--- src/rtl/wdt_safety_regs.vh ---
// Register offsets, field positions and timing constants for the watchdog block
// Function
// Watchdog load clears expired state and reloads the 32-bit count.
// Timeout equals loaded count times a 100 ns tick.
// Host never loads zero; a zero load is rejected.
// Watchdog enable bit: 0 off (reset default), 1 on.
// Fallback enable 1 and watchdog interrupt: drive stored safety values out.
// Fallback enable 0: outputs hold their values on watchdog interrupt.
// Readable change-interrupt enable bits for bank 0 and bank 1, default off.
// Readable change-interrupt pending bit per bank, default 0.
// Readable watchdog pending bit and watchdog enable read-back bit.
// Two bridge local interrupt lines readable as status bits, default 0.
// Separate clears for watchdog, bank 0 and bank 1 requests.
// At power-up drive stored default values onto all 64 outputs; reset clears the stored image, so the boot copy drives all zeros.
// Default setup registers A..D; writing D starts a 0.5 s flash write.
// Flash-busy flag shows whether flash write or read has finished.
// Default read-back request starts flash read after 50 ms.
// Safety setup registers A..D; writing D starts a 0.5 s flash write.
// Safety read-back request starts flash read after 50 ms.
// Output state readable as low and high 32-bit halves.
// Busy flag reads 0 when finished (default), 1 while in progress.
// A bank's change latch is erased when its request is cleared.
// Enabled counter decrements per tick; at zero sets watchdog pending.
// Loads, setup writes and read-back requests while busy are ignored.
`ifndef WDT_SAFETY_REGS_VH
`define WDT_SAFETY_REGS_VH

// ==========================================================================
// Register offsets (word addresses on the plain port)
`define A_WDT_LOAD    5'h00
`define A_CTRL        5'h01
`define A_STATUS      5'h02
`define A_CLEAR       5'h03
`define A_DO_LO       5'h04
`define A_DO_HI       5'h05
`define A_PUP_SET_A   5'h06
`define A_SAFE_SET_A  5'h0a
`define A_SET_D_OFS   5'h3
`define A_PUP_RB_REQ  5'h0e
`define A_SAFE_RB_REQ 5'h0f
`define A_RB_A        5'h10
`define A_LATCH0      5'h14
`define A_LATCH1      5'h15
`define A_WDT_COUNT   5'h16
`define A_DO_SET_LO   5'h17
`define A_DO_SET_HI   5'h18

// ==========================================================================
// Control fields
`define C_WDT_EN   0
`define C_SAFE_EN  1
`define C_COS0_EN  2
`define C_COS1_EN  3
// Status fields
`define S_COS0_EN  0
`define S_COS1_EN  1
`define S_COS0_P   2
`define S_COS1_P   3
`define S_WDT_EN   4
`define S_WDT_P    5
`define S_LINT1    6
`define S_LINT2    7
`define S_BUSY     8
`define S_ZERO_ERR 9
// Clear fields
`define K_WDT      0
`define K_COS0     1
`define K_COS1     2

// ==========================================================================
// Timing, all at 250 MHz (4 ns)
`define CLK_PERIOD_NS 4
`define TICK_NS       100
`define TICK_CYC      (`TICK_NS / `CLK_PERIOD_NS)
`define FLASH_WR_MS   500
`define FLASH_RD_MS   50
`define CYC_PER_MS    (1000000 / `CLK_PERIOD_NS)
`define FLASH_WR_CYC  (`FLASH_WR_MS * `CYC_PER_MS)
`define FLASH_RD_CYC  (`FLASH_RD_MS * `CYC_PER_MS)

`endif

--- src/rtl/sync2.v ---
// Two-flop synchroniser for one asynchronous level
`timescale 1ns/100ps
`default_nettype none
module sync2 (
  input  wire i_ref_clk,
  input  wire i_rst,
  input  wire i_async,
  output wire o_sync
);
  reg meta_q;
  reg sync_q;

  // First flop feeds only the second
  always @(posedge i_ref_clk or posedge i_rst) begin
    if (i_rst) begin
      meta_q <= 1'b0;
      sync_q <= 1'b0;
    end else begin
      meta_q <= i_async;
      sync_q <= meta_q;
    end
  end

  assign o_sync = sync_q;
endmodule
`default_nettype wire

--- src/rtl/down_timer.v ---
// Loadable down counter with a done pulse
`timescale 1ns/100ps
`default_nettype none
module down_timer #(
  parameter W = 32
) (
  input  wire         i_ref_clk,
  input  wire         i_rst,
  input  wire         i_load,
  input  wire [W-1:0] i_count,
  input  wire         i_step,
  output wire         o_running,
  output wire         o_done,
  output wire [W-1:0] o_value
);
  reg [W-1:0] cnt_q;
  reg         run_q;

  // Counts down one per step while running
  always @(posedge i_ref_clk or posedge i_rst) begin
    if (i_rst) begin
      cnt_q <= {W{1'b0}};
      run_q <= 1'b0;
    end else if (i_load) begin
      cnt_q <= i_count;
      run_q <= (i_count != {W{1'b0}});
    end else if (run_q && i_step) begin
      cnt_q <= cnt_q - {{(W-1){1'b0}}, 1'b1};
      if (cnt_q == {{(W-1){1'b0}}, 1'b1})
        run_q <= 1'b0;
    end
  end

  assign o_running = run_q;
  assign o_done    = run_q && i_step &&
                     (cnt_q == {{(W-1){1'b0}}, 1'b1});
  assign o_value   = cnt_q;
endmodule
`default_nettype wire

--- src/rtl/watchdog_safety_output_control.v ---
// Watchdog, safety output and flash-backed default output control
`timescale 1ns/100ps
`default_nettype none
`include "wdt_safety_regs.vh"
module watchdog_safety_output_control #(
  parameter FLASH_WR_CYCLES = `FLASH_WR_CYC,
  parameter FLASH_RD_CYCLES = `FLASH_RD_CYC
) (
  input  wire        i_ref_clk,
  input  wire        i_rst,
  input  wire [4:0]  i_addr,
  input  wire [31:0] i_wdata,
  input  wire        i_wr,
  input  wire        i_rd,
  output reg  [31:0] o_rdata,
  input  wire        i_bank0_change,
  input  wire        i_bank1_change,
  input  wire [63:0] i_din,
  input  wire        i_bridge_local_irq_one,
  input  wire        i_bridge_local_irq_two,
  output wire [63:0] o_dout,
  output wire        o_watchdog_irq,
  output wire        o_bank0_change_irq,
  output wire        o_bank1_change_irq
);
  // ========================================================================
  // Declarations
  localparam [1:0] F_IDLE  = 2'h0;
  localparam [1:0] F_WRITE = 2'h1;
  localparam [1:0] F_READ  = 2'h2;
  localparam [1:0] F_BOOT  = 2'h3;

  reg  [1:0]  fst_q;
  reg         fsel_safe_q;   // Which image the flash job addresses
  reg  [63:0] pup_flash_q;   // Power-up image; reset clears it
  reg  [63:0] safe_flash_q;  // Safety image; reset clears it
  reg  [63:0] stage_pup_q;
  reg  [63:0] stage_safe_q;
  reg  [63:0] rb_q;
  reg  [63:0] dout_q;
  reg  [31:0] reload_q;
  reg  [3:0]  ctrl_q;
  reg         wdt_pend_q;
  reg         cos0_pend_q;
  reg         cos1_pend_q;
  reg  [31:0] latch0_q;
  reg  [31:0] latch1_q;
  reg         zero_err_q;
  reg  [4:0]  tick_q;
  wire        tick;
  wire        busy;
  wire        wdt_done;
  wire [31:0] wdt_val;
  wire        fl_run;
  wire        fl_done;
  wire        fl_load;
  wire [31:0] fl_count;
  wire        cos0_s;
  wire        cos1_s;
  wire        lint1_s;
  wire        lint2_s;
  reg  [63:0] din_s_q;
  reg  [63:0] din_m_q;
  wire        wr_load;
  wire        load_ok;
  wire        clr_wdt;
  wire        clr_c0;
  wire        clr_c1;
  wire        start_pw;
  wire        start_sw;
  wire        start_pr;
  wire        start_sr;

  // ========================================================================
  // Input synchronisers
  // Change and bridge lines are levels; each gets two flops
  sync2 u_sync_c0 (.i_ref_clk(i_ref_clk), .i_rst(i_rst),
                   .i_async(i_bank0_change), .o_sync(cos0_s));
  sync2 u_sync_c1 (.i_ref_clk(i_ref_clk), .i_rst(i_rst),
                   .i_async(i_bank1_change), .o_sync(cos1_s));
  sync2 u_sync_l1 (.i_ref_clk(i_ref_clk), .i_rst(i_rst),
                   .i_async(i_bridge_local_irq_one), .o_sync(lint1_s));
  sync2 u_sync_l2 (.i_ref_clk(i_ref_clk), .i_rst(i_rst),
                   .i_async(i_bridge_local_irq_two), .o_sync(lint2_s));

  // Input data bus, two flops deep
  // Only the second stage is read; the first may still be settling
  always @(posedge i_ref_clk or posedge i_rst) begin
    if (i_rst) begin
      din_m_q <= 64'h0;
      din_s_q <= 64'h0;
    end else begin
      din_m_q <= i_din;
      din_s_q <= din_m_q;
    end
  end

  // ========================================================================
  // Write decode
  // busy gating
  assign busy     = (fst_q != F_IDLE);
  assign wr_load  = i_wr && (i_addr == `A_WDT_LOAD) && !busy;
  // only a nonzero load reaches the counter
  assign load_ok  = wr_load && (i_wdata != 32'h0);
  // separate clears
  assign clr_wdt  = i_wr && (i_addr == `A_CLEAR) && i_wdata[`K_WDT];
  assign clr_c0   = i_wr && (i_addr == `A_CLEAR) && i_wdata[`K_COS0];
  assign clr_c1   = i_wr && (i_addr == `A_CLEAR) && i_wdata[`K_COS1];
  // write D starts
  assign start_pw = i_wr && (i_addr == `A_PUP_SET_A + `A_SET_D_OFS) && !busy;
  // write D starts
  assign start_sw = i_wr && (i_addr == `A_SAFE_SET_A + `A_SET_D_OFS) && !busy;
  // read-back request
  assign start_pr = i_wr && (i_addr == `A_PUP_RB_REQ) && !busy;
  // read-back request
  assign start_sr = i_wr && (i_addr == `A_SAFE_RB_REQ) && !busy;

  // ========================================================================
  // Watchdog timebase and counter
  // R2 100 ns tick
  always @(posedge i_ref_clk or posedge i_rst) begin
    if (i_rst)
      tick_q <= 5'h0;
    // A refused zero load leaves the timebase running
    else if (tick || load_ok)
      tick_q <= 5'h0;
    else
      tick_q <= tick_q + 5'h1;
  end
  assign tick = (tick_q == (`TICK_CYC - 1));

  // decrement while enabled
  down_timer #(.W(32)) u_wdt (
    .i_ref_clk (i_ref_clk),
    .i_rst     (i_rst),
    .i_load    (load_ok),
    .i_count   (i_wdata),
    .i_step    (tick && ctrl_q[`C_WDT_EN]),
    .o_running (),
    .o_done    (wdt_done),
    .o_value   (wdt_val)
  );

  // ========================================================================
  // Control, reload and zero-load error
  always @(posedge i_ref_clk or posedge i_rst) begin
    if (i_rst) begin
      ctrl_q     <= 4'h0;
      reload_q   <= 32'h0;
      zero_err_q <= 1'b0;
    end else begin
      // enable bit
      if (i_wr && (i_addr == `A_CTRL))
        ctrl_q <= i_wdata[3:0];
      // zero load rejected
      // Error bit stands until the next load
      if (wr_load) begin
        zero_err_q <= (i_wdata == 32'h0);
        if (i_wdata != 32'h0)
          reload_q <= i_wdata;
      end
    end
  end

  // ========================================================================
  // Interrupt pending flags; setting wins over clearing
  always @(posedge i_ref_clk or posedge i_rst) begin
    if (i_rst) begin
      wdt_pend_q  <= 1'b0;
      cos0_pend_q <= 1'b0;
      cos1_pend_q <= 1'b0;
      latch0_q    <= 32'h0;
      latch1_q    <= 32'h0;
    end else begin
      // set at zero
      if (wdt_done)
        wdt_pend_q <= 1'b1;
      // load clears expiry
      else if (clr_wdt || load_ok)
        wdt_pend_q <= 1'b0;
      // latch on change
      if (cos0_s && ctrl_q[`C_COS0_EN]) begin
        cos0_pend_q <= 1'b1;
        latch0_q    <= din_s_q[31:0];
      end else if (clr_c0) begin
        cos0_pend_q <= 1'b0;
        latch0_q    <= 32'h0;
      end
      if (cos1_s && ctrl_q[`C_COS1_EN]) begin
        cos1_pend_q <= 1'b1;
        latch1_q    <= din_s_q[63:32];
      end else if (clr_c1) begin
        cos1_pend_q <= 1'b0;
        latch1_q    <= 32'h0;
      end
    end
  end

  // ========================================================================
  // Flash job timer: write and read-back jobs; the boot copy does not use it
  // Write and read jobs share one timer; only one runs at a time
  assign fl_load  = start_pw || start_sw || start_pr || start_sr;
  assign fl_count = (start_pw || start_sw) ? FLASH_WR_CYCLES[31:0]
                                           : FLASH_RD_CYCLES[31:0];

  down_timer #(.W(32)) u_flash (
    .i_ref_clk (i_ref_clk),
    .i_rst     (i_rst),
    .i_load    (fl_load),
    .i_count   (fl_count),
    .i_step    (1'b1),
    .o_running (fl_run),
    .o_done    (fl_done),
    .o_value   ()
  );

  // flash procedure sequencer
  always @(posedge i_ref_clk or posedge i_rst) begin
    if (i_rst) begin
      fst_q       <= F_BOOT;
      fsel_safe_q <= 1'b0;
    end else begin
      case (fst_q)
        F_IDLE: begin
          if (start_pw || start_sw) begin
            fst_q       <= F_WRITE;
            fsel_safe_q <= start_sw;
          end else if (start_pr || start_sr) begin
            fst_q       <= F_READ;
            fsel_safe_q <= start_sr;
          end
        end
        // A stopped timer also ends the job, so busy can never stick
        F_WRITE, F_READ: begin
          if (fl_done || !fl_run)
            fst_q <= F_IDLE;
        end
        // Boot copy holds busy for one cycle
        F_BOOT: fst_q <= F_IDLE;
        default: fst_q <= F_IDLE;
      endcase
    end
  end

  // ========================================================================
  // Setup staging, flash images and read-back data
  always @(posedge i_ref_clk or posedge i_rst) begin
    if (i_rst) begin
      stage_pup_q  <= 64'h0;
      stage_safe_q <= 64'h0;
      pup_flash_q  <= 64'h0;
      safe_flash_q <= 64'h0;
      rb_q         <= 64'h0;
    end else begin
      // default staging
      if (i_wr && !busy && (i_addr >= `A_PUP_SET_A) &&
          (i_addr <= `A_PUP_SET_A + `A_SET_D_OFS))
        stage_pup_q[16*(i_addr-`A_PUP_SET_A) +: 16] <= i_wdata[15:0];
      // safety staging
      if (i_wr && !busy && (i_addr >= `A_SAFE_SET_A) &&
          (i_addr <= `A_SAFE_SET_A + `A_SET_D_OFS))
        stage_safe_q[16*(i_addr-`A_SAFE_SET_A) +: 16] <= i_wdata[15:0];
      // Commit the staged image; the bus has moved on by now
      if (fl_done && (fst_q == F_WRITE)) begin
        if (fsel_safe_q)
          safe_flash_q <= stage_safe_q;
        else
          pup_flash_q  <= stage_pup_q;
      end
      // Word D lands with the start strobe
      if (start_pw)
        stage_pup_q[63:48] <= i_wdata[15:0];
      if (start_sw)
        stage_safe_q[63:48] <= i_wdata[15:0];
      // read-back lands
      if (fl_done && (fst_q == F_READ))
        rb_q <= fsel_safe_q ? safe_flash_q : pup_flash_q;
    end
  end

  // ========================================================================
  // Output drive
  always @(posedge i_ref_clk or posedge i_rst) begin
    if (i_rst) begin
      dout_q <= 64'h0;
    end else if (fst_q == F_BOOT) begin
      // power-up defaults
      dout_q <= pup_flash_q;
    end else if (wdt_done && ctrl_q[`C_SAFE_EN]) begin
      // safety values out
      dout_q <= safe_flash_q;
    end else if (i_wr && (i_addr == `A_DO_SET_LO)) begin
      // Software writes lose to the boot copy and the fallback
      dout_q[31:0] <= i_wdata;
    end else if (i_wr && (i_addr == `A_DO_SET_HI)) begin
      dout_q[63:32] <= i_wdata;
    end
    // otherwise outputs hold
  end

  // ========================================================================
  // Read mux, data one cycle after the strobe
  always @(posedge i_ref_clk or posedge i_rst) begin
    if (i_rst) begin
      o_rdata <= 32'h0;
    end else if (i_rd) begin
      case (i_addr)
        `A_WDT_LOAD:   o_rdata <= reload_q;
        `A_CTRL:       o_rdata <= {28'h0, ctrl_q};
        // status word
        `A_STATUS:     o_rdata <= {22'h0, zero_err_q, busy, lint2_s,
                                   lint1_s, wdt_pend_q,
                                   ctrl_q[`C_WDT_EN], cos1_pend_q,
                                   cos0_pend_q, ctrl_q[`C_COS1_EN],
                                   ctrl_q[`C_COS0_EN]};
        // output halves
        `A_DO_LO:      o_rdata <= dout_q[31:0];
        `A_DO_HI:      o_rdata <= dout_q[63:32];
        `A_RB_A:       o_rdata <= {16'h0, rb_q[15:0]};
        `A_RB_A + 5'h1: o_rdata <= {16'h0, rb_q[31:16]};
        `A_RB_A + 5'h2: o_rdata <= {16'h0, rb_q[47:32]};
        `A_RB_A + 5'h3: o_rdata <= {16'h0, rb_q[63:48]};
        `A_LATCH0:     o_rdata <= latch0_q;
        `A_LATCH1:     o_rdata <= latch1_q;
        // Live count for software polling
        `A_WDT_COUNT:  o_rdata <= wdt_val;
        default:       o_rdata <= 32'h0;
      endcase
    end else begin
      // Idle cycles return zero
      o_rdata <= 32'h0;
    end
  end

  // Pending flags drive the interrupt pins
  assign o_dout             = dout_q;
  assign o_watchdog_irq     = wdt_pend_q;
  assign o_bank0_change_irq = cos0_pend_q;
  assign o_bank1_change_irq = cos1_pend_q;
endmodule
`default_nettype wire

--- config.mk ---
export PLATFORM = sky130hd
export DESIGN_NAME = watchdog_safety_output_control
export DESIGN_NICKNAME = d
export VERILOG_FILES = /design/src/rtl/sync2.v /design/src/rtl/down_timer.v /design/src/rtl/watchdog_safety_output_control.v
export VERILOG_INCLUDE_DIRS = /design/src /design/src/rtl
export SDC_FILE = /design/constraint.sdc
export NUM_CORES = 2
export LEC_CHECK = 0
export ABC_AREA = 1
export BUFFER_PORTS_ARGS = -buffer_cell sky130_fd_sc_hd__buf_4
export CORE_UTILIZATION = 50
export CTS_BUF_LIST = sky130_fd_sc_hd__clkbuf_4 sky130_fd_sc_hd__clkbuf_8
export CTS_CLUSTER_DIAMETER = 30
export DETAILED_ROUTE_END_ITERATION = 7
export GPL_ROUTABILITY_DRIVEN = 0
export GPL_TIMING_DRIVEN = 0
export PLACE_DENSITY = 0.7
export SYNTH_ARGS = -nofsm -noshare
export SYNTH_HDL_FRONTEND = slang
export SYNTH_SLANG_ARGS = --single-unit
--- constraint.sdc ---
create_clock -name i_ref_clk -period 28.5 [get_ports i_ref_clk]
set_clock_uncertainty 0.1 [all_clocks]
set_input_delay 7.125 -clock i_ref_clk [delete_from_list [all_inputs] [get_ports i_ref_clk]]
set_output_delay 7.125 -clock i_ref_clk [all_outputs]
set_load 0.02 [all_outputs]
# Word-level counts from Yosys, hierarchy flattened
# Cells that the tools add are included.
# op_classes
mux,42
n_addsub,7
eq_ne,27
div,0
shift,4
bitwise_logic,1
reduce_logical,66
order_cmp,4
multipliers,0
# ops
op,count
$mux W32,12
$pmux W32 S12,1
$mux W64,5
$bwmux W64,2
$shift A16 B34 Y64 const A,2
$shiftx A16 B34 Y64,2
$neg A32 Y34,2
$eq A32 B1 Y1 const B,2
$reduce_bool A32 Y1,2
$sub A32 B1 Y32 const B,2
$eq A5 B5 Y1 const B,10
$logic_and A1 B1 Y1,32
$logic_not A32 Y1,1
$mux W16,2
$mux W27,1
$eq A5 B4 Y1 const B,4
$reduce_bool A2 Y1,10
$mux W1,14
$reduce_and A2 Y1,7
$eq A5 B2 Y1 const B,2
$eq A5 B3 Y1 const B,2
$le A5 B4 Y1 const B,2
$logic_or A1 B1 Y1,7
$mux W2,3
other kinds (18),22
# totals
ramBits,0
latch_bits,0
register_bits,730
in_bits,109
wordCells,186
rom_bits,0
output_inout_bits,99
memories,0

# Logic depth before layout (Yosys ltp)
# depth
word_depth,7
depth_mapped,21
ltp_nobuf,21

# By module
# Synthesis repeated with hierarchy kept, for this count alone.
# unflattened
cells_unflattened,3984
hier_area_um2,33772.4
# by_module_without_submodules
mod,seq_area_each_um2,n_inst,cells_each,area_each_um2
watchdog_safety_output_control,16418.2,1,3162,28359.7
down_timer,825.8,2,405,2598.7
sync2,50.0,4,3,53.8

# Least setup slack after synthesis
# Ideal clock, no wire load.
# synth_path
path_type,input to register
start,input port i_addr[0]
end,register stage_pup_q[32]
path_buffers,1
setup_time_ns,0.121
t_arrival_ns,9.330
setup_slack_ns,18.950
path_stages,18
cell_sequence,inv_1 ha_1 inv_1 nor2_1 nand2_1 nor2_2 inv_1 ha_1 nor2_1 nand3_1 nor2_1 nand2_1 nor2_1 and2_4 nand2_4 buf_2 nor3_1 nor2_1
# synth_via
elab_chain_len,4
word_cells_on_any_way,9
# synth_rtl
element,line,text
"start, declared",watchdog_safety_output_control.v:11,"input wire [4:0] i_addr,"
$sub A5 B3 Y6 (no source line),--,
$neg A32 Y34,watchdog_safety_output_control.v:258,stage_pup_q[16*(i_addr-`A_PUP_SET_A) +: 16] <= i_wdata[15:0];
$shiftx A16 B34 Y64 or $shift A16 B34 Y64 (tied branches),watchdog_safety_output_control.v:258,
$bwmux W64,watchdog_safety_output_control.v:258,
"end signal, assigned by index",watchdog_safety_output_control.v:258,
"end, declared",watchdog_safety_output_control.v:37,reg [63:0] stage_pup_q;
# Several ways; a longest one is shown, not always the timed one.
# A chain may end at the register's enable or synchronous reset.

# Worst setup path after layout
# layout_path
start,input port i_addr[0]
end,register stage_safe_q[62]
# layout_via
elab_chain_len,6
word_cells_on_any_way,15
# layout_rtl
element,line,text
$sub A5 B4 Y6 (no source line),--,
$neg A32 Y34,watchdog_safety_output_control.v:262,stage_safe_q[16*(i_addr-`A_SAFE_SET_A) +: 16] <= i_wdata[15:0];
$shiftx A16 B34 Y64 or $shift A16 B34 Y64 (tied branches),watchdog_safety_output_control.v:262,
$bwmux W64,watchdog_safety_output_control.v:262,
$mux W64,watchdog_safety_output_control.v:260,if (i_wr && !busy && (i_addr >= `A_SAFE_SET_A) &&
$mux W16,watchdog_safety_output_control.v:273,if (start_sw)
"end signal, assigned by index",watchdog_safety_output_control.v:262,
"end signal, assigned",watchdog_safety_output_control.v:274,stage_safe_q[63:48] <= i_wdata[15:0];
"end, declared",watchdog_safety_output_control.v:38,reg [63:0] stage_safe_q;
# Several ways; a longest one is shown, not always the timed one. The select of a mux whose other input is x is not followed.

==> results by group <==
Worst hold path
  • Min-delay src: din_m_q[9]$_DFF_PP0_
  • Hold path depth: 0
  • Hold Crit Class: flip-flop to flip-flop
  • Hold EP: din_s_q[9]$_DFF_PP0_

Logic synthesis
  • FF+latch count, synth: 730
  • Synth warn: 0
  • Main synth FF type: dfrtp_1
  • Synth top area share: 0.547
  • Post-synthesis cell area: 33300 µm²
  • Number of flops mapped to enable cells by yosys: 0
  • Largest cells by area after synthesis: dfrtp_1 55%, nand2_1 13%, o21ai_0 6.8%, inv_1 5.7%, nand3_1 5.3%
  • FFs w/ async S/R, synth: 1.00
  • Synth cell types: 48
  • Syn avg cell area: 8.16 µm²
  • Post-synth top area cell: dfrtp_1
  • Top-count cell post-synth: nand2_1
  • Post-synthesis sequential area ratio: 0.549
  • Synth Instances: 4082
  • Synth top cells by count: 1195 x nand2_1, 728 x dfrtp_1, 507 x inv_1, 450 x o21ai_0, 353 x nand3_1
  • Post-Syn Nets: 4228

Critical path
  • Worst-path cell chain: buf_4 > inv_1 > ha_1 > nand2_1 > nor2_1 > nand3_1 > ha_1 > inv_1 > nand2_1 > nor2_1 > nand2_1 > nor2_1 > nand2_1 > nor2_4 > nand3_4 > nor2_4 > buf_4 > nand2_1 > nand3_1
  • CP peak stage delay: 0.53 ns
  • Worst Path Arrival: 10.33 ns
  • Crit-path slowest cell: ha_1
  • Delay-heaviest family, CP: simple AND/OR/NAND/NOR gates
  • Crit end category: flip-flop
  • Worst reg2reg path startpoint: u_wdt.o_value[8]$_DFFE_PP0P_
  • Setup CP Type: primary input to flip-flop
  • R2R Setup Slk: 25.24 ns
  • CP required: 29.12 ns
  • RR Endpoint: o_dout[10]$_DFFE_PP0P_
  • Worst-path fanout max: 10
  • WP buf/inv: 4
  • Startpoint Class: primary input
  • Reg2Reg Depth: 11
  • Most frequent CP cell: nand2_1

GRT
  • Vias in the first global route: 28.7k
  • First-pass GRT wire length: 173000 µm
  • GRT Total Usage: 0.348
  • Antenna violations before repair: 3
  • Largest net degree at the start of global routing: 138
  • Total grt overflow: 0

Clock tree
  • Root Buffer: clkbuf_8
  • Cts repair resizes: 0
  • Worst-path clk slew: 0.06 ns
  • Clock buffer depth: 3
  • CTS Sinks: 730
  • CTS tree: yes
  • H-tree depth: 4
  • Post-CTS Hold Buffers: 0
  • Num CTS Buffers: 150
  • Post-CTS Setup Inserts: 0
  • Worst-Skew Late Latency: 0.82 ns

Pwr
  • Power Density: 84.0 nW/µm²
  • Leak pwr: 19.8 nW
  • Peak VDD IR: 55.4 µV

Flow run
  • Max-Cap Viols: 1

STA
  • Post-route clock period utilization: 0.341
  • Pins Over Slew Limit: 10
  • Setup violations, final: 0
  • Worst slew margin: -0.0230
  • RSZ-0062 raised after global routing: no
  • Minimum clock period: 9.71 ns
  • Fmax: 103 MHz
  • Final Hold Viols: 0
  • Min Hold Slack: 0.237 ns
  • Actual slew at the worst max-slew pin: 1.53 ns

Drt
  • Drt pass-1 iters: 8
  • Final ANT Viol Nets: 0
  • Routed WL: 117000 µm
  • Vias post-DR: 30.0k
  • Vias per inst: 5.54
  • Drt initial violations: 3920
  • Drt drc: 2
  • WL/cell: 21.5 µm

Placement
  • DP Area: 36000 µm²
  • HPWL after DPL: 88400 µm
  • Count of input and output buffers: 193

Floorplanning
  • Die area: 67600 µm²
  • CORE AREA: 65900 µm²
  • I/O Pins: 208
  • Starting Density: 0.505
  • Die Ht: 260 µm
  • Row Count: 94
  • DIE WIDTH: 260 µm

Layout
  • Post-layout nets: 4579
  • Area growth, synth to finish: 18.4%
  • Finished Cell Area: 39400 µm²
  • Share of cells above drive strength 1: 0.123
  • Core Util, Final: 0.598

Status
  • Failing checks: DRC, capacitance limit, slew limit
  • Outcome: finished with violations
## placed cells by master, fill, tap and decap left out, drive strengths merged, types with 37 or more instances in the layout
cell    synthesis  routed
buf            65     264
inv           514     521
o22ai          73      73
nand3         358     358
dfrtp         728     728
a21oi          39      39
nand2        1196    1196
clkbuf        154     369
xor2           40      40
nor2          267     267
ha             37      37
o21ai         475     475
## flip-flops by register name, indices dropped and copies added, names as in the netlist, 2 cells and up
register,count
fst_q,2
din_m_q,64
reload_q,32
u_wdt.o_value,32
din_s_q,64
latch0_q,32
o_rdata,32
ctrl_q,4
tick_q,5
stage_safe_q,64
stage_pup_q,64
latch1_q,32
u_flash.o_value,32
pup_flash_q,64
safe_flash_q,64
o_dout,64
rb_q,64
## area by class of cell
class,count,area [µm²]
Fill cell,5941,26400
Sequential cell,730,18300
Multi-Input combinational cell,2618,12100
Clock buffer,215,2720
Inverter,515,1940
Timing Repair Buffer,199,1610
Tap cell,864,1080
Buffer,219,977
Clock inverter,57,694
Antenna cell,4,10.0
## layer usage
metal,GRT usage,routed length [µm],vias up
li1,-,-,13722
met1,0.441,43900,14146
met2,0.526,51500,1698
met3,0.0920,13000,438
met4,0.227,8380,2
met5,0,12,-
## power by group
group / total, mW / internal [mW] / switching, mW
clock network: 1.22 / 0.730 / 0.485
logic: 0.736 / 0.245 / 0.490
registers: 1.36 / 1.21 / 0.152
total: 3.31 / 2.18 / 1.13
## logic make-up (layout without fill, tap and decap cells)
group                      Yosys count  after routing  synth area share
DFF                                730            730             0.549
buffers and inverters              734           1205            0.0874
other                                0              4                 0
and+or+nand+nor                   1906           1906             0.237
AOI/OAI and AO/OA                  632            632             0.102
adders and majority gates           37             37            0.0139
xor gates and xnor gates            43             43            0.0113
## worst max-delay path by stage
stage | start | endpoint | slack [ns] | cells after the start
after floorplan | i_rst | ctrl_q[0]$_DFFE_PP0P_ | 0.80 | 1
after global placement | i_rst | din_m_q[2]$_DFF_PP0_ | -6.61 | 2
after detailed placement | i_addr[0] | stage_safe_q[62]$_DFFE_PP0P_ | 18.12 | 19
after CTS | i_addr[0] | stage_safe_q[62]$_DFFE_PP0P_ | 18.94 | 19
after global routing | i_addr[0] | stage_pup_q[35]$_DFFE_PP0P_ | 18.51 | 19
final | i_addr[0] | stage_safe_q[62]$_DFFE_PP0P_ | 18.79 | 19
## worst reg2reg max path, cell delays in order (launching register included)
cell and delay (ns):
dfrtp_1 0.46, nor2_2 0.19, nand2_1 0.13, nor2_1 0.20, nand3_1 0.11, nor2_1 0.14, nand3_1 0.43, nand3_1 0.50
inv_1 0.23, clkbuf_1 0.40, nand2_1 0.15, nand2_1 0.08
## stage by stage
stage               TNS (ns)  setup slack [ns]  instances  total power, mW
floorplan                  0             0.798       4082             1.77
global placement    -4771.46             -6.61       5139             2.07
detailed placement         0             18.12       5145             2.08
CTS                        0             18.94       5417             3.29
global route               0             18.51       5418             3.45
finish                     0             18.79       5421             3.31
Note: power is estimated with default switching activity, not from simulation.
